### src/logic/dbg_pkg.sv
// Constants, encodings and state types of the single-wire debug instruction layer
// What this block does
// Indirect loads read at pointer, mode 0x1 post-increments, 32-bit
// Load data leaves after guard bits on the first pass only
// Host loads pointer, waits ack, then loads
// Pointer mode 0x2 writes pointer, then ack
// Mode 0x0 writes at pointer, 0x1 also advances
// Every finished indirect write returns one ack
// Control read returns one byte after guard
// Control write takes one byte, no answer
// Repeat counter runs next instruction count plus one
// The repeat instruction itself never repeats
// Later iterations need no sync or opcode
// A break or a port disable stops a running repeat
// Repeated writes take data frames, ack each
// Repeated loads stream, guard before first only
// Host resends address for repeated direct ops
// Keys are 64-bit, info readout 128-bit max
// No answer to keys, info after guard
// Byte gap adds two idle bits between bytes
// No guard bits between same-direction bytes
// Info block readable always, 16 or 8 bytes
// Info block field layout in ASCII bytes
// Erase key starts erase, cleared by disable
// Guard idle count set by control field
// Direct write acks address and data
// Repeat counter ends at zero after last pass
// Pointer cleared by disable, wraps at width
package dbg_pkg;

  // ----------------------------------------------------------------
  // Instruction encoding
  // ----------------------------------------------------------------
  localparam logic [2:0] OP_DREAD  = 3'h0;
  localparam logic [2:0] OP_ILOAD  = 3'h1;
  localparam logic [2:0] OP_DWRITE = 3'h2;
  localparam logic [2:0] OP_IWRITE = 3'h3;
  localparam logic [2:0] OP_CSRD   = 3'h4;
  localparam logic [2:0] OP_RPT    = 3'h5;
  localparam logic [2:0] OP_CSWR   = 3'h6;
  localparam logic [2:0] OP_KEY    = 3'h7;
  localparam int         OPC_POS   = 5;
  localparam int         MODE_POS  = 2;
  localparam int         INFO_POS  = 2;
  localparam logic [1:0] PTR_AT    = 2'h0;
  localparam logic [1:0] PTR_INC   = 2'h1;
  localparam logic [1:0] PTR_REG   = 2'h2;
  localparam logic [1:0] KLEN_8    = 2'h0;
  localparam logic [1:0] KLEN_16   = 2'h1;

  // ----------------------------------------------------------------
  // Link constants
  // ----------------------------------------------------------------
  localparam logic [7:0]  ACK_BYTE       = 8'h40;
  localparam logic [3:0]  GAP_BITS       = 4'h2;
  localparam logic [4:0]  KEY_BYTES      = 5'h08;
  localparam logic [4:0]  INFO_SHORT     = 5'h08;
  localparam logic [4:0]  INFO_LONG      = 5'h10;
  localparam logic [63:0] CHIP_ERASE_KEY = 64'h4e564d4572617365;
  localparam logic [1:0]  PW_RESET       = 2'h3;

  // ----------------------------------------------------------------
  // Control/status space
  // ----------------------------------------------------------------
  localparam logic [3:0] CS_STATUS   = 4'h0;
  localparam logic [3:0] CS_CTRL     = 4'h2;
  localparam logic [7:0] CTRL_RESET  = 8'h01;
  localparam int         CTRL_GT_LSB = 0;
  localparam int         CTRL_GAP    = 7;
  localparam int         STAT_BUSY   = 0;
  localparam int         STAT_LOCK   = 1;
  localparam int         STAT_KEY    = 2;

  typedef enum logic [2:0] {
    S_IDLE = 3'h0,
    S_OPC  = 3'h1,
    S_ADDR = 3'h3,
    S_RXD  = 3'h2,
    S_BUS  = 3'h6,
    S_TX   = 3'h7
  } state_t;

  function automatic logic [2:0] op_class(input logic [7:0] op);
    return op[OPC_POS +: 3];
  endfunction : op_class

  function automatic logic [1:0] op_mode(input logic [7:0] op);
    return op[MODE_POS +: 2];
  endfunction : op_mode

  function automatic logic [4:0] op_bytes(input logic [7:0] op);
    return {3'h0, op[1:0]} + 5'h01;
  endfunction : op_bytes

endpackage : dbg_pkg

### src/logic/cs_if.sv
// Link between the instruction core and its control/status registers
`timescale 1ns/1ps
interface cs_if;
  logic       wr;
  logic       clr;
  logic [3:0] addr;
  logic [7:0] wdata;
  logic [7:0] rdata;
  logic [2:0] gt_len;
  logic       gap_en;
  logic       key_ok;
  logic       lock;
  logic       busy;

  modport regs (input wr, clr, addr, wdata, key_ok, lock, busy, output rdata, gt_len, gap_en);
  modport core (output wr, clr, addr, wdata, key_ok, lock, busy, input rdata, gt_len, gap_en);
endinterface : cs_if

### src/logic/cs_regs.sv
// Control/status register space shared by the link and the local register port
`timescale 1ns/1ps
module cs_regs (
  input  wire logic       mclk,
  input  wire logic       rst_n,
  cs_if.regs              cs,
  input  wire logic [3:0] reg_addr,
  input  wire logic [7:0] reg_wdata,
  input  wire logic       reg_wr,
  input  wire logic       reg_rd,
  output logic      [7:0] reg_rdata
);

  typedef struct packed {
    logic [7:0] ctrl;
    logic [7:0] rdata;
  } regs_t;

  regs_t s_q;
  regs_t s_d;

  function automatic logic [7:0] cs_read(input logic [3:0] a, input logic [7:0] ctrl,
                                         input logic key_ok, input logic lock, input logic busy);
    logic [7:0] v;
    v = 8'h00;
    unique case (a)
      dbg_pkg::CS_STATUS: begin
        v[dbg_pkg::STAT_BUSY] = busy;
        v[dbg_pkg::STAT_LOCK] = lock;
        v[dbg_pkg::STAT_KEY]  = key_ok;
      end
      dbg_pkg::CS_CTRL: v = ctrl;
      default: v = 8'h00;
    endcase
    return v;
  endfunction : cs_read

  always_comb begin
    s_d = s_q;
    // The link wins when both sides write in one cycle
    if (cs.wr && cs.addr == dbg_pkg::CS_CTRL) begin
      s_d.ctrl = cs.wdata;
    end else if (reg_wr && reg_addr == dbg_pkg::CS_CTRL) begin
      s_d.ctrl = reg_wdata;
    end
    s_d.rdata = reg_rd ? cs_read(reg_addr, s_q.ctrl, cs.key_ok, cs.lock, cs.busy) : 8'h00;
  end

  always_ff @(posedge mclk) begin
    if (!rst_n || cs.clr) begin
      s_q <= '{ctrl: dbg_pkg::CTRL_RESET, rdata: 8'h00};
    end else begin
      s_q <= s_d;
    end
  end

  assign cs.rdata   = cs_read(cs.addr, s_q.ctrl, cs.key_ok, cs.lock, cs.busy);
  assign cs.gt_len  = s_q.ctrl[dbg_pkg::CTRL_GT_LSB +: 3];
  assign cs.gap_en  = s_q.ctrl[dbg_pkg::CTRL_GAP];
  assign reg_rdata  = s_q.rdata;
endmodule : cs_regs

### src/logic/onewire_debug_instruction_layer.sv
// Instruction execution layer of the single-wire program and debug port
`timescale 1ns/1ps
module onewire_debug_instruction_layer #(
  parameter logic [127:0] INFO_BLOCK = {"3", " ", "P:0", "D:0", " ", "TESTDEV"},
  parameter logic [63:0]  ERASE_KEY  = dbg_pkg::CHIP_ERASE_KEY
) (
  input  wire logic        mclk,
  input  wire logic        rst_n,
  input  wire logic        port_disable,
  input  wire logic        rx_sync,
  input  wire logic        rx_break,
  input  wire logic        rx_valid,
  input  wire logic [7:0]  rx_data,
  output logic             tx_valid,
  output logic      [7:0]  tx_data,
  output logic      [3:0]  tx_idle,
  input  wire logic        tx_ready,
  output logic             bus_req,
  output logic             bus_we,
  output logic      [31:0] bus_addr,
  output logic      [7:0]  bus_wdata,
  input  wire logic        bus_ack,
  input  wire logic [7:0]  bus_rdata,
  input  wire logic        lock_status,
  output logic             erase_start,
  input  wire logic [3:0]  reg_addr,
  input  wire logic [7:0]  reg_wdata,
  input  wire logic        reg_wr,
  input  wire logic        reg_rd,
  output logic      [7:0]  reg_rdata
);

  // ----------------------------------------------------------------
  // State
  // ----------------------------------------------------------------
  typedef struct packed {
    dbg_pkg::state_t st;
    logic [7:0]      op;
    logic [31:0]     ptr;
    logic [1:0]      pw;
    logic [31:0]     addr;
    logic [31:0]     data;
    logic [63:0]     key;
    logic [4:0]      idx;
    logic [4:0]      cnt;
    logic [7:0]      rpt;
    logic            turn;
    logic            ack;
    logic            mid;
    logic            key_ok;
    logic            erase;
    logic            tx_valid;
    logic [7:0]      tx_data;
    logic [3:0]      tx_idle;
    logic            bus_req;
    logic            bus_we;
    logic [31:0]     bus_addr;
    logic [7:0]      bus_wdata;
  } core_t;

  localparam core_t CORE_RESET = '{st: dbg_pkg::S_IDLE, pw: dbg_pkg::PW_RESET, default: '0};

  core_t s_q;
  core_t s_d;
  cs_if  cs ();

  function automatic logic [31:0] width_mask(input logic [1:0] w);
    unique case (w)
      2'h0: return 32'h000000ff;
      2'h1: return 32'h0000ffff;
      2'h2: return 32'h00ffffff;
      2'h3: return 32'hffffffff;
    endcase
  endfunction : width_mask

  function automatic logic [7:0] byte_of(input logic [31:0] v, input logic [4:0] i);
    return v[{i[1:0], 3'h0} +: 8];
  endfunction : byte_of

  function automatic logic [31:0] put_byte(input logic [31:0] v, input logic [4:0] i, input logic [7:0] b);
    logic [31:0] r;
    r = v;
    r[{i[1:0], 3'h0} +: 8] = b;
    return r;
  endfunction : put_byte

  function automatic logic is_direct(input logic [7:0] op);
    return dbg_pkg::op_class(op) == dbg_pkg::OP_DREAD || dbg_pkg::op_class(op) == dbg_pkg::OP_DWRITE;
  endfunction : is_direct

  // ----------------------------------------------------------------
  // Control/status registers
  // ----------------------------------------------------------------
  cs_regs u_cs_regs (
    .mclk      (mclk),
    .rst_n     (rst_n),
    .cs        (cs.regs),
    .reg_addr  (reg_addr),
    .reg_wdata (reg_wdata),
    .reg_wr    (reg_wr),
    .reg_rd    (reg_rd),
    .reg_rdata (reg_rdata)
  );

  // The opcode byte itself selects the register while it is being decoded
  assign cs.addr   = (s_q.st == dbg_pkg::S_OPC) ? rx_data[3:0] : s_q.op[3:0];
  assign cs.wr     = s_q.st == dbg_pkg::S_RXD && rx_valid && dbg_pkg::op_class(s_q.op) == dbg_pkg::OP_CSWR;
  assign cs.wdata  = rx_data;
  assign cs.clr    = port_disable;
  assign cs.key_ok = s_q.key_ok;
  assign cs.lock   = lock_status;
  assign cs.busy   = s_q.st != dbg_pkg::S_IDLE;

  // ----------------------------------------------------------------
  // Instruction sequencer
  // ----------------------------------------------------------------
  always_comb begin
    logic       launch;
    logic [7:0] lop;
    logic       end_iter;
    logic       load_tx;
    logic [7:0] txb;
    logic       last;
    logic [3:0] gt_bits;
    launch   = 1'b0;
    lop      = s_q.op;
    end_iter = 1'b0;
    load_tx  = 1'b0;
    txb      = 8'h00;
    last     = (s_q.idx + 5'h01) >= s_q.cnt;
    gt_bits  = {1'b0, cs.gt_len} + 4'h1;
    s_d       = s_q;
    s_d.erase = 1'b0;

    unique case (s_q.st)
      dbg_pkg::S_IDLE: begin
        if (rx_sync) begin
          s_d.st = dbg_pkg::S_OPC;
        end
      end
      dbg_pkg::S_OPC: begin
        if (rx_valid) begin
          s_d.turn = 1'b1;
          launch   = 1'b1;
          lop      = rx_data;
        end
      end
      dbg_pkg::S_ADDR: begin
        if (rx_valid) begin
          s_d.turn = 1'b1;
          s_d.addr = put_byte(s_q.addr, s_q.idx, rx_data);
          s_d.idx  = s_q.idx + 5'h01;
          if (last) begin
            s_d.idx = 5'h00;
            s_d.cnt = dbg_pkg::op_bytes(s_q.op);
            if (dbg_pkg::op_class(s_q.op) == dbg_pkg::OP_DWRITE) begin
              s_d.ack = 1'b1;
              s_d.mid = 1'b1;
              load_tx = 1'b1;
              txb     = dbg_pkg::ACK_BYTE;
              s_d.st  = dbg_pkg::S_TX;
            end else begin
              s_d.st = dbg_pkg::S_BUS;
            end
          end
        end
      end
      dbg_pkg::S_RXD: begin
        if (rx_valid) begin
          s_d.turn = 1'b1;
          s_d.idx  = s_q.idx + 5'h01;
          unique case (dbg_pkg::op_class(s_q.op))
            dbg_pkg::OP_CSWR: end_iter = 1'b1;
            dbg_pkg::OP_RPT: begin
              if (s_q.idx == 5'h00) begin
                s_d.rpt = rx_data;
              end
              end_iter = last;
            end
            dbg_pkg::OP_KEY: begin
              s_d.key = {rx_data, s_q.key[63:8]};
              if (last) begin
                // A key never answers; a match arms the erase
                if ({rx_data, s_q.key[63:8]} == ERASE_KEY) begin
                  s_d.key_ok = 1'b1;
                  s_d.erase  = 1'b1;
                end
                end_iter = 1'b1;
              end
            end
            default: begin
              if (dbg_pkg::op_class(s_q.op) == dbg_pkg::OP_IWRITE && dbg_pkg::op_mode(s_q.op) == dbg_pkg::PTR_REG) begin
                s_d.ptr = put_byte(s_q.ptr, s_q.idx, rx_data);
                if (last) begin
                  s_d.pw  = s_q.op[1:0];
                  s_d.ack = 1'b1;
                  load_tx = 1'b1;
                  txb     = dbg_pkg::ACK_BYTE;
                  s_d.st  = dbg_pkg::S_TX;
                end
              end else begin
                s_d.data = put_byte(s_q.data, s_q.idx, rx_data);
                if (last) begin
                  s_d.idx = 5'h00;
                  s_d.st  = dbg_pkg::S_BUS;
                end
              end
            end
          endcase
        end
      end
      dbg_pkg::S_BUS: begin
        if (bus_ack) begin
          s_d.bus_req = 1'b0;
          if (s_q.bus_we) begin
            s_d.idx = s_q.idx + 5'h01;
            if (last) begin
              if (dbg_pkg::op_class(s_q.op) == dbg_pkg::OP_IWRITE && dbg_pkg::op_mode(s_q.op) == dbg_pkg::PTR_INC) begin
                s_d.ptr = (s_q.ptr + {27'h0, s_q.cnt}) & width_mask(s_q.pw);
              end
              s_d.ack = 1'b1;
              load_tx = 1'b1;
              txb     = dbg_pkg::ACK_BYTE;
              s_d.st  = dbg_pkg::S_TX;
            end
          end else begin
            load_tx = 1'b1;
            txb     = bus_rdata;
            s_d.st  = dbg_pkg::S_TX;
          end
        end
      end
      dbg_pkg::S_TX: begin
        if (tx_ready) begin
          s_d.tx_valid = 1'b0;
          s_d.turn     = 1'b0;
          if (s_q.ack) begin
            s_d.ack = 1'b0;
            if (s_q.mid) begin
              s_d.mid = 1'b0;
              s_d.idx = 5'h00;
              s_d.st  = dbg_pkg::S_RXD;
            end else begin
              end_iter = 1'b1;
            end
          end else if (!last) begin
            s_d.idx = s_q.idx + 5'h01;
            if (dbg_pkg::op_class(s_q.op) == dbg_pkg::OP_KEY) begin
              load_tx = 1'b1;
              txb     = INFO_BLOCK[{s_d.idx[3:0], 3'h0} +: 8];
            end else if (dbg_pkg::op_mode(s_q.op) == dbg_pkg::PTR_REG && !is_direct(s_q.op)) begin
              load_tx = 1'b1;
              txb     = byte_of(s_q.ptr, s_d.idx);
            end else begin
              s_d.st = dbg_pkg::S_BUS;
            end
          end else begin
            if (dbg_pkg::op_class(s_q.op) == dbg_pkg::OP_ILOAD && dbg_pkg::op_mode(s_q.op) == dbg_pkg::PTR_INC) begin
              s_d.ptr = (s_q.ptr + {27'h0, s_q.cnt}) & width_mask(s_q.pw);
            end
            end_iter = 1'b1;
          end
        end
      end
      default: s_d.st = dbg_pkg::S_IDLE;
    endcase

    // Later passes of a repeat restart from the stored opcode, skipping sync and opcode
    if (end_iter) begin
      if (s_q.rpt != 8'h00 && dbg_pkg::op_class(s_q.op) != dbg_pkg::OP_RPT) begin
        s_d.rpt = s_q.rpt - 8'h01;
        launch  = 1'b1;
        lop     = s_q.op;
      end else begin
        s_d.st = dbg_pkg::S_IDLE;
      end
    end

    if (launch) begin
      s_d.op  = lop;
      s_d.idx = 5'h00;
      s_d.cnt = dbg_pkg::op_bytes(lop);
      unique case (dbg_pkg::op_class(lop))
        dbg_pkg::OP_DREAD, dbg_pkg::OP_DWRITE: begin
          s_d.addr = 32'h0;
          s_d.st   = dbg_pkg::S_ADDR;
        end
        dbg_pkg::OP_ILOAD: begin
          if (dbg_pkg::op_mode(lop) == dbg_pkg::PTR_REG) begin
            load_tx = 1'b1;
            txb     = byte_of(s_d.ptr, 5'h00);
            s_d.st  = dbg_pkg::S_TX;
          end else begin
            s_d.st = dbg_pkg::S_BUS;
          end
        end
        dbg_pkg::OP_IWRITE: begin
          if (dbg_pkg::op_mode(lop) == dbg_pkg::PTR_REG) begin
            s_d.ptr = 32'h0;
          end
          s_d.st = dbg_pkg::S_RXD;
        end
        dbg_pkg::OP_CSRD: begin
          s_d.cnt = 5'h01;
          load_tx = 1'b1;
          txb     = cs.rdata;
          s_d.st  = dbg_pkg::S_TX;
        end
        dbg_pkg::OP_CSWR: begin
          s_d.cnt = 5'h01;
          s_d.st  = dbg_pkg::S_RXD;
        end
        dbg_pkg::OP_RPT: s_d.st = dbg_pkg::S_RXD;
        dbg_pkg::OP_KEY: begin
          if (lop[dbg_pkg::INFO_POS] && lop[1:0] == dbg_pkg::KLEN_8) begin
            s_d.cnt = dbg_pkg::INFO_SHORT;
          end else if (lop[dbg_pkg::INFO_POS] && lop[1:0] == dbg_pkg::KLEN_16) begin
            s_d.cnt = dbg_pkg::INFO_LONG;
          end else if (!lop[dbg_pkg::INFO_POS] && lop[1:0] == dbg_pkg::KLEN_8) begin
            s_d.cnt = dbg_pkg::KEY_BYTES;
          end else begin
            s_d.cnt = 5'h00;
          end
          if (s_d.cnt == 5'h00) begin
            s_d.st  = dbg_pkg::S_IDLE;
            s_d.rpt = 8'h00;
          end else if (lop[dbg_pkg::INFO_POS]) begin
            load_tx = 1'b1;
            txb     = INFO_BLOCK[7:0];
            s_d.st  = dbg_pkg::S_TX;
          end else begin
            s_d.st = dbg_pkg::S_RXD;
          end
        end
      endcase
    end

    // Guard bits only right after receiving; otherwise just the optional byte gap
    if (load_tx) begin
      s_d.tx_valid = 1'b1;
      s_d.tx_data  = txb;
      s_d.tx_idle  = s_d.turn ? gt_bits : (cs.gap_en ? dbg_pkg::GAP_BITS : 4'h0);
    end

    if (s_d.st == dbg_pkg::S_BUS && (s_q.st != dbg_pkg::S_BUS || bus_ack)) begin
      s_d.bus_req   = 1'b1;
      s_d.bus_we    = dbg_pkg::op_class(s_d.op) == dbg_pkg::OP_DWRITE || dbg_pkg::op_class(s_d.op) == dbg_pkg::OP_IWRITE;
      s_d.bus_wdata = byte_of(s_d.data, s_d.idx);
      if (is_direct(s_d.op)) begin
        s_d.bus_addr = s_d.addr + {27'h0, s_d.idx};
      end else begin
        s_d.bus_addr = (s_d.ptr + {27'h0, s_d.idx}) & width_mask(s_d.pw);
      end
    end

    // A break stops a running sequence here; port disable stops it through the register reset
    if (rx_break) begin
      s_d.st       = dbg_pkg::S_IDLE;
      s_d.rpt      = 8'h00;
      s_d.tx_valid = 1'b0;
      s_d.bus_req  = 1'b0;
      s_d.ack      = 1'b0;
      s_d.mid      = 1'b0;
      s_d.erase    = 1'b0;
    end
  end

  // Disable clears keys, pointer and repeat state like a port reset
  always_ff @(posedge mclk) begin
    if (!rst_n || port_disable) begin
      s_q <= CORE_RESET;
    end else begin
      s_q <= s_d;
    end
  end

  assign tx_valid    = s_q.tx_valid;
  assign tx_data     = s_q.tx_data;
  assign tx_idle     = s_q.tx_idle;
  assign bus_req     = s_q.bus_req;
  assign bus_we      = s_q.bus_we;
  assign bus_addr    = s_q.bus_addr;
  assign bus_wdata   = s_q.bus_wdata;
  assign erase_start = s_q.erase;
endmodule : onewire_debug_instruction_layer

### config.mk
export PLATFORM = sky130hd
export DESIGN_NAME = onewire_debug_instruction_layer
export DESIGN_NICKNAME = d
export VERILOG_FILES = /design/src/logic/dbg_pkg.sv /design/src/logic/cs_if.sv /design/src/logic/cs_regs.sv /design/src/logic/onewire_debug_instruction_layer.sv
export SDC_FILE = /design/constraint.sdc
export NUM_CORES = 1
export LEC_CHECK = 0
export ABC_CLOCK_PERIOD_IN_PS = 11400
export BUFFER_PORTS_ARGS = -buffer_cell sky130_fd_sc_hd__buf_4
export CAP_MARGIN = 20
export CORE_MARGIN = 2
export CORE_UTILIZATION = 60
export DETAILED_ROUTE_END_ITERATION = 7
export GPL_TIMING_DRIVEN = 0
export PLACE_DENSITY = 0.79
export REMOVE_ABC_BUFFERS = 1
export SLEW_MARGIN = 20
export SYNTH_ARGS = -nofsm -noshare
export SYNTH_HDL_FRONTEND = slang
export SYNTH_HIERARCHICAL = 1
export SYNTH_SLANG_ARGS = --single-unit
### constraint.sdc
create_clock -name mclk -period 11.4 [get_ports mclk]
set_input_delay 1.14 -clock mclk [delete_from_list [all_inputs] [get_ports mclk]]
set_output_delay 1.14 -clock mclk [all_outputs]
set_load 0.03 [all_outputs]
* After elaboration in Yosys (flattened, before gate mapping) *
Cells that the tools add are included.

storage, ports and cells
  register bits after elaboration = 267
  latch bits = 0
  bits in writable memories = 0
  bits in read-only memories = 0
  bits of input ports = 39
  output and inout bits = 64
  logic and storage cells = 337
  memories kept = 0

operators by class
  add/sub/neg operators = 9
  multiply operators = 0
  div/mod/pow operators = 0
  order comparisons = 1
  eq/ne operators = 47
  shift operators = 5
  muxes and demuxes = 179
  bitwise gates (word level) = 9
  reduce and logical (&&, ||, !) cells = 60

operator list
  operator                                                                        count
  32-bit 2-to-1 mux                                                               29
  32-bit one-hot mux with 4 select lines                                          2
  8-bit 2-to-1 mux                                                                24
  128-bit by 8-bit variable part select with 8-bit output (first input constant)  1
  34-bit 2-to-1 mux                                                               3
  101-bit 2-to-1 mux                                                              1
  32-bit by 5-bit adder with 32-bit output                                        3
  32-bit AND                                                                      3
  32-bit bitwise mux                                                              3
  96-bit 2-to-1 mux                                                               1
  32-bit one-hot mux with 3 select lines                                          1
  5-bit 2-to-1 mux                                                                15
  3-bit 2-to-1 mux                                                                22
  64-bit by 63-bit == test with 1-bit output (second input constant)              1
  64-bit 2-to-1 mux                                                               1
  32-bit by 6-bit variable part select with 8-bit output                          2
  7-bit 2-to-1 mux                                                                7
  43-bit 2-to-1 mux                                                               1
  42-bit 2-to-1 mux                                                               1
  1-bit 2-to-1 mux                                                                40
  8-bit one-hot mux with 4 select lines                                           1
  8-bit by 7-bit variable shift with 32-bit output (first input constant)         1
  8-bit by 7-bit variable part select with 32-bit output                          1
  3-bit == test (second input constant)                                           10
  other kinds (48)                                                                136

* Longest topological paths before layout *
Gate-level depths: netlist of the first run.

  depth after elaboration = 25
  gate-level depth with buffers = 29
  mapped depth without buffers = 29

* Modules after synthesis *
The synthesis of the first run kept the hierarchy.

modules (own cells, without submodules)
  module                           instances  cells an instance  area an instance (µm²)  sequential area each (µm²)
  onewire_debug_instruction_layer  1          1,981              15,135.8                4,844.6
  cs_regs                          1          87                 815.8                   320.3

* Worst setup path after synthesis of the first run *
No wires, ideal clock.

  path type = reg2reg
  from = register s_q[73] (netlist bit)
  to = register s_q, in the netlist bus_addr[24]
  library setup time = 0.079 ns
  data arrival time = 6.014 ns
  data required time = 11.321 ns
  slack = 5.307 ns
  cell stages (with the launch flop) = 29
  buffers on the path = 0
  period minus slack after synthesis = 6.093 ns
  cells stage by stage = dfxtp_1 -> ha_1 -> xnor2_1 -> inv_1 -> ha_1 -> a21o_1 -> a31oi_1 -> o21ai_0 -> inv_1 -> ha_1 -> nor3_1 -> nor2_1 -> o21ai_0 -> o21ai_0 -> a21oi_2 -> ha_1 -> inv_1 -> fa_1 -> nor2b_1 -> o21ai_0 -> nand2b_1 -> a21oi_1 -> inv_1 -> o211ai_1 -> nor2_1 -> nor4b_4 -> nand2_1 -> or4b_1 -> o211ai_1

RTL lines
  what                      RTL line                                text
  start: declaration        onewire_debug_instruction_layer.sv:63   core_t s_q;
  start signal: assignment  onewire_debug_instruction_layer.sv:371  s_q <= CORE_RESET;
  start signal: assignment  onewire_debug_instruction_layer.sv:373  s_q <= s_d;

==> impl_metrics.py, run 1 <==
metrics = {
    "synth": {
        "yosysMostFrequentCell": "nand2_1",
        "synth_fa_ha_area_share_pct": 3.20,
        "synth_top_family_by_area": "simple AND/OR/NAND/NOR gates",
        "ys_top_cells_by_area": "dfxtp_1 32%, nand2_1 6.4%, nor2_1 6.1%",
        "synth_ff_type": "dfxtp_1",
        "synth_top_area_share_pct": 32.4,
        "synth_cells": 2068,
        "synth_compound_area_share_pct": 19.8,
        "ys_warn_count": 6,
        "yosysSeqAreaShare_pct": 32.4,
        "async_reset_ff_share_pct": 0,
        "syn_area_um2": 16000,
        "syn_area_per_cell_um2": 7.71,
        "synthTopCellsByCount": "270 x nand2_1, 261 x nor2_1, 258 x dfxtp_1",
        "synth_top_area_cell": "dfxtp_1",
        "ys_types": 99,
        "synthXorXnorAreaFrac_pct": 2.96,
        "synth-simple-area-share_pct": 27.9,
        "synth-edff-count": 0,
        "synth-seq-cells": 258,
        "synthMuxAreaShare_pct": 6.82,
    },
    "setup_path": {
        "endpoint_kind": "register",
        "cp.required_ns": 11.88,
        "start_kind": "register",
        "r2r-end": "bus_addr[24]$_SDFFE_PP0P_",
        "crit_type": "register to register",
        "crit_fanout": 26,
        "cpPeakStageDelay_ns": 1.10,
        "reg2regPathDepth": 21,
        "timing.rr.start": "s_q[73]$_SDFF_PP0_",
        "crit_arrival_ns": 9.70,
        "critPathSlowestCell": "ha_1",
        "r2r_slack_ns": 2.18,
        "path_cells": "inv_1, ha_1, ha_1, a31oi_1, o31ai_1, a22oi_2, nand2_1, nor2_1, inv_1, fa_1, nor2b_1, o21ai_0, nand2b_1, a21oi_1, inv_1, o211ai_1, nor2_1, nor4b_4, nand2_1, or4b_1, o211ai_1",
        "path_common_cell": "inv_1",
    },
    "clocking": {
        "cts_tree": "done",
        "post-cts-setup-buffer-count": 0,
        "cts_resized": 0,
        "cts_buffer_depth": 3,
        "cts_sinks": 258,
        "cts_buffers": 28,
        "cts_hold_buf": 0,
        "clkTransAtPathRegs_ns": 0.06,
        "root_buffer": "clkbuf_16",
        "insertion_delay_ns": 0.57,
        "htreeDepth": 1,
    },
    "finish": {
        "final_area_um2": 17400,
        "drive_gt1_share_pct": 11.7,
        "antenna_cells": 0,
        "num-fill-cells": 2254,
        "final_nets": 2104,
        "utilization_pct": 66.7,
        "area_growth_pct": 9.01,
    },
    "global_route": {
        "grt_pass1_vias": 14900,
        "grt_overflow_total": 0,
        "grt_max_degree": 76,
        "grt_pass1_wl_mm": 84.8,
        "antenna_found_initial": 0,
        "grt.total_usage_pct": 38.2,
    },
    "place": {
        "port_buffers": 102,
        "dp_hpwl_mm": 39.5,
        "place_area_um2": 16500,
        "place_congestion": 1.02,
    },
    "drt": {
        "detail_route.wl_per_cell_um": 23.2,
        "avgViaCountPerCell": 6.73,
        "drt-initial-drc-count": 1932,
        "ant_nets": 0,
        "vias": 16000,
        "drt-total-wl_mm": 55.2,
        "drc": 0,
        "dr.pass1.iters": 6,
    },
    "sta": {
        "fmax_ghz": 0.108,
        "fin_crit_sh_pct": 80.9,
        "max_slew.worst_pin.slew_ns": 1.14,
        "worst_clock_skew_ns": 0.0170,
        "fin_crit_ns": 9.22,
        "hold_violations": 0,
        "slew-limit-headroom_pct": 23.7,
        "setup_tns_ns": 0,
        "setup_viol": 0,
        "rsz0062_at_grt": "no",
        "slew_violations": 0,
    },
    "power_and_ir_drop": {
        "clockPowerShare_pct": 48.7,
        "p_leak_nw": 6.28,
        "power.density_nw_per_um2": 110,
        "power_mw": 1.91,
        "seqPwrFrac_pct": 47.3,
        "p_comb_share_pct": 4.0,
        "swShare_pct": 23.7,
        "power.switching_mw": 0.454,
        "p_int_mw": 1.46,
        "ir_worst_vdd_mv": 0.130,
    },
    "job": {
        "cap_violations": 0,
    },
    "floorplanning": {
        "io_pins": 103,
        "fp.dieArea_um2": 27900,
        "coreArea_um2": 26100,
        "fp.dieH_um": 167,
        "die_x_um": 167,
        "start_util_pct": 61.2,
        "rows": 59,
    },
    "worst_hold_path": {
        "min_to": "s_q[86]$_SDFFE_PP0P_",
        "hp-start": "s_q[86]$_SDFFE_PP0P_",
        "hold_path_depth": 2,
        "min_path_type": "register to register",
    },
    "outcome": {
        "status": "complete, no violations",
    },
}
[registers in the layout, indices dropped and copies added, names as in the netlist]
name                 count
bus_req                  1
tx_data                  8
u_cs_regs/cs.gap_en      1
erase_start              1
bus_wdata                8
u_cs_regs/cs.gt_len      3
tx_idle                  4
cs.key_ok                1
tx_valid                 1
bus_we                   1
s_q                    185
u_cs_regs/reg_rdata      8
bus_addr                32
u_cs_regs/s_q            4
[placed cells by master (no fill, tap or decap), drive strengths merged, types with 7 or more instances in the layout]
master	n
nand2	272
nor2	261
dfxtp	258
a21oi	185
buf	113
o21ai	105
mux2i	66
nand3	60
nor3	55
a31oi	45
inv	37
and2	36
ha	36
and3	36
clkbuf	36
xnor2	34
nand4	33
nor2b	31
o211ai	20
xor2	20
or3	19
nor4	18
nand2b	16
o31ai	15
mux4	15
a211oi	14
o22ai	12
a221oi	12
a21o	10
clkinv	10
a22oi	9
nor4b	9
and4b	8
mux2	8
a2111oi	7
or4	7
[power by group through the flow]
stage	combinational [mW]	clock, mW	sequential, mW
3_5_place_dp	0.0729	0	0.924
3_3_place_gp	0.0685	0	0.924
2_1_floorplan	0.0276	0	0.924
5_1_grt	0.0790	0.969	0.903
6_report	0.0767	0.932	0.904
4_1_cts	0.0734	0.931	0.904
[layout make-up]
| type | instances | area, µm² | share of cell area [%] |
|---|---|---|---|
| multi-input combinational | 1589 | 9780 | 56.3 |
| sequential | 258 | 5170 | 29.7 |
| timing repair buffer | 113 | 950 | 5.46 |
| clock buffer | 36 | 791 | 4.55 |
| tap | 335 | 419 | 2.41 |
| clock inverter | 14 | 145 | 0.835 |
| inverter | 36 | 135 | 0.777 |
[stage by stage]
step / instances / hold WS [ns] / worst slack [ns]
floorplan: 1883 / 0.432 / 4.25
global placement: 2320 / 0.440 / 1.19
detailed placement: 2331 / 0.447 / 2.04
CTS: 2381 / 0.455 / 1.96
global route: 2381 / 0.479 / 1.76
finish: 2381 / 0.455 / 2.18
[critical path, delay by kind of cell, from the launching register on]
family	cells	cell delay, ns
adder cells (fa/ha/maj)	3	2.01
flip-flops	1	0.77
AND/OR/NAND/NOR	8	3.50
AO/OA/AOI/OAI	7	2.01
buffers and inverters	3	0.79
[layer usage]
metal / routed length, µm / track usage (%) / vias to the layer above
met2: 24500 / 59.7 / 902
li1: - / - / 7275
met5: 0 / 0 / -
met3: 5750 / 6.94 / 151
met1: 22900 / 52.7 / 7686
met4: 2050 / 14.2 / 0
[cell families after synthesis]
logic type	Yosys count
AOI/OAI and AO/OA	505
xor gates and xnor gates	54
adders and majority gates	39
buffers and inverters	221
DFF	258
muxes	89
and+or+nand+nor	902
[worst max-delay path by stage]
stage	from	to	cells past startpoint	slack, ns
final	s_q[73]$_SDFF_PP0_	bus_addr[24]$_SDFFE_PP0P_	21	2.18
after global routing	s_q[73]$_SDFF_PP0_	bus_addr[24]$_SDFFE_PP0P_	21	1.76
after global placement	rx_valid	bus_addr[30]$_SDFFE_PP0P_	17	1.19
after floorplan	s_q[73]$_SDFF_PP0_	bus_addr[24]$_SDFFE_PP0P_	27	4.25
after CTS	s_q[73]$_SDFF_PP0_	bus_addr[24]$_SDFFE_PP0P_	21	1.96
after detailed placement	s_q[73]$_SDFF_PP0_	bus_addr[24]$_SDFFE_PP0P_	21	2.04
Note: power is estimated with default switching activity, not from simulation.
==> run 2: changes to the inputs <==
--- a/config.mk
+++ b/config.mk
@@ -5,7 +5,8 @@
 export SDC_FILE = /design/constraint.sdc
 export NUM_CORES = 1
 export LEC_CHECK = 0
-export ABC_CLOCK_PERIOD_IN_PS = 11400
+export ABC_AREA = 1
+export ABC_CLOCK_PERIOD_IN_PS = 9700
 export BUFFER_PORTS_ARGS = -buffer_cell sky130_fd_sc_hd__buf_4
 export CAP_MARGIN = 20
 export CORE_MARGIN = 2
==> constraint.sdc (replaced) <==
create_clock -name mclk -period 9.7 [get_ports mclk]
set_input_delay 0.97 -clock mclk [delete_from_list [all_inputs] [get_ports mclk]]
set_output_delay 0.97 -clock mclk [all_outputs]
set_load 0.03 [all_outputs]
==> impl_metrics.py, run 2 <==
metrics = {
    "power_and_ir_drop": {
        "p_int_mw": 1.80,
        "swShare_pct": 23.2,
        "clockPowerShare_pct": 50.7,
        "power_mw": 2.34,
        "seqPwrFrac_pct": 45.4,
        "power.switching_mw": 0.542,
        "power.density_nw_per_um2": 126,
        "p_comb_share_pct": 3.9,
        "p_leak_nw": 8.19,
        "ir_worst_vdd_mv": 0.189,
    },
    "global_route": {
        "grt_pass1_wl_mm": 97.4,
        "antenna_found_initial": 0,
        "grt_max_degree": 80,
        "grt_pass1_vias": 17200,
        "grt.total_usage_pct": 41.1,
        "grt_overflow_total": 0,
    },
    "setup_path": {
        "reg2regPathDepth": 32,
        "timing.rr.start": "s_q[73]$_SDFF_PP0_",
        "crit_type": "register to register",
        "r2r-end": "bus_addr[20]$_SDFFE_PP0P_",
        "r2r_slack_ns": 1.21,
        "cpPeakStageDelay_ns": 0.95,
        "crit_fanout": 37,
        "crit_arrival_ns": 8.96,
        "cp.required_ns": 10.17,
        "path_common_cell": "nand2_1",
        "endpoint_kind": "register",
        "start_kind": "register",
        "critPathSlowestCell": "ha_1",
    },
    "synth": {
        "synth_top_area_share_pct": 30.3,
        "synthTopCellsByCount": "599 x nand2_1, 432 x nor2_1, 293 x inv_1",
        "ys_warn_count": 6,
        "synth-seq-cells": 258,
        "ys_top_cells_by_area": "dfxtp_1 30%, nand2_1 13%, nor2_1 9.5%",
        "ys_types": 63,
        "synth_ff_type": "dfxtp_1",
        "syn_area_um2": 17100,
        "synth_cells": 2732,
        "yosysMostFrequentCell": "nand2_1",
        "syn_area_per_cell_um2": 6.25,
        "synth_top_area_cell": "dfxtp_1",
        "synth-edff-count": 0,
        "async_reset_ff_share_pct": 0,
        "yosysSeqAreaShare_pct": 30.3,
    },
    "clocking": {
        "cts_tree": "done",
        "cts_hold_buf": 0,
        "insertion_delay_ns": 0.58,
        "cts_buffer_depth": 3,
        "root_buffer": "clkbuf_16",
        "cts_buffers": 28,
        "cts_sinks": 258,
        "cts_resized": 0,
        "clkTransAtPathRegs_ns": 0.06,
        "post-cts-setup-buffer-count": 0,
        "htreeDepth": 1,
    },
    "drt": {
        "ant_nets": 0,
        "avgViaCountPerCell": 6.13,
        "wl_met2_mm": 26.3,
        "top_layer_used": "met4",
        "detail_route.wl_per_cell_um": 20.5,
        "drt-total-wl_mm": 63.8,
        "drc": 5,
        "dr.pass1.iters": 8,
        "drt-initial-drc-count": 2939,
        "dr_wl_met3_mm": 7.84,
        "vias": 19000,
        "wl_met1_mm": 26.0,
    },
    "finish": {
        "area_growth_pct": 9.10,
        "largest_reg_flops": 185,
        "antenna_cells": 0,
        "largest-register": "s_q",
        "utilization_pct": 66.7,
        "final_nets": 2786,
        "drive_gt1_share_pct": 8.94,
        "multi_input_area_um2": 9820,
        "num-fill-cells": 2557,
        "final_common_cell": "nand2_1",
        "seq_area_um2": 5170,
        "most-common-layout-cells": "597 x nand2_1, 429 x nor2_1, 292 x inv_1",
    },
    "sta": {
        "rsz0062_at_grt": "no",
        "worst_clock_skew_ns": 0.0196,
        "fin_crit_ns": 8.49,
        "slew-limit-headroom_pct": 30.8,
        "setup_viol": 0,
        "fin_crit_sh_pct": 87.5,
        "fmax_ghz": 0.118,
        "hold_violations": 0,
        "timing.final.ws_setup_ns": 1.21,
        "max_slew.worst_pin.slew_ns": 1.03,
        "holdWs_ns": 0.469,
        "slew_violations": 0,
    },
    "place": {
        "place_congestion": 1.04,
        "dp_hpwl_mm": 47.8,
        "post-place-ws_ns": 1.53,
        "port_buffers": 102,
    },
    "floorplanning": {
        "io_pins": 103,
        "fp.dieArea_um2": 29800,
        "die_x_um": 173,
        "rows": 61,
        "start_util_pct": 61.1,
        "fp.dieH_um": 173,
        "coreArea_um2": 27900,
    },
    "worst_hold_path": {
        "min_path_type": "register to register",
        "hold_path_depth": 2,
        "hp-start": "s_q[124]$_SDFFE_PP0P_",
        "min_to": "s_q[116]$_SDFFE_PP0P_",
    },
    "job": {
        "cap_violations": 0,
    },
    "outcome": {
        "violations": "DRC",
        "status": "complete, but fails checks",
    },
}
-- run 2: worst max-delay path by stage --
stage / startpoint / to / slack [ns] / cells past startpoint
floorplan: s_q[73]$_SDFF_PP0_ / bus_addr[20]$_SDFFE_PP0P_ / 3.01 / 31
global placement: s_q[73]$_SDFF_PP0_ / bus_addr[20]$_SDFFE_PP0P_ / -0.14 / 31
detailed placement: s_q[73]$_SDFF_PP0_ / bus_addr[20]$_SDFFE_PP0P_ / 1.53 / 32
CTS: s_q[73]$_SDFF_PP0_ / bus_addr[20]$_SDFFE_PP0P_ / 1.46 / 32
global route: s_q[73]$_SDFF_PP0_ / bus_addr[20]$_SDFFE_PP0P_ / 0.69 / 32
finish: s_q[73]$_SDFF_PP0_ / bus_addr[20]$_SDFFE_PP0P_ / 1.21 / 32
-- run 2: metrics by stage --
stage / instance area, µm² / TNS [ns] / std cells
global placement: 17300 / -0.136 / 3046
global route: 18600 / 0 / 3106
detailed placement: 17500 / 0 / 3054
floorplan: 16100 / 0 / 2566
finish: 18600 / 0 / 3106
CTS: 18600 / 0 / 3104
-- run 2: kinds of logic after synthesis --
logic type | after synthesis | share of synthesized area [%]
AND/OR/NAND/NOR | 1430 | 36.1
multiplexers | 10 | 0.586
XOR/XNOR | 28 | 1.44
AO/OA/AOI/OAI | 491 | 16.1
flip-flops | 258 | 30.3
adder cells (fa/ha/maj) | 39 | 2.99
buffers and inverters | 476 | 12.5
-- run 2: power by group through the flow --
| stage | Sequential (mW) | Clock (mW) | Combinational [mW] |
|---|---|---|---|
| 3_5_place_dp | 1.09 | 0 | 0.0862 |
| 4_1_cts | 1.06 | 1.18 | 0.0868 |
| 6_report | 1.06 | 1.19 | 0.0911 |
| 3_3_place_gp | 1.09 | 0 | 0.0814 |
| 5_1_grt | 1.06 | 1.23 | 0.0958 |
| 2_1_floorplan | 1.09 | 0 | 0.0423 |
-- run 2: final cells by class --
cell class,instances,area share [%]
repair buffers,112,5.21
well taps,378,2.54
multi-input cells,1998,52.7
clock buffers,37,4.27
flip-flops and latches,258,27.7
inverters,310,6.28
clock inverters,13,1.22
-- run 2: critical path, delay by kind of cell (launching register included) --
family | cells | cell delay (ns)
buf+inv | 6 | 1.94
fa+ha+maj | 5 | 2.28
flops | 1 | 0.55
simple gates | 16 | 2.77
compound gates | 5 | 0.76
-- run 2: metal layers --
metal	GRT usage, %	vias to the layer above
met1	55.8	8710
met5	0	-
met2	61.7	1277
li1	-	8824
met4	19.0	0
met3	10.0	233
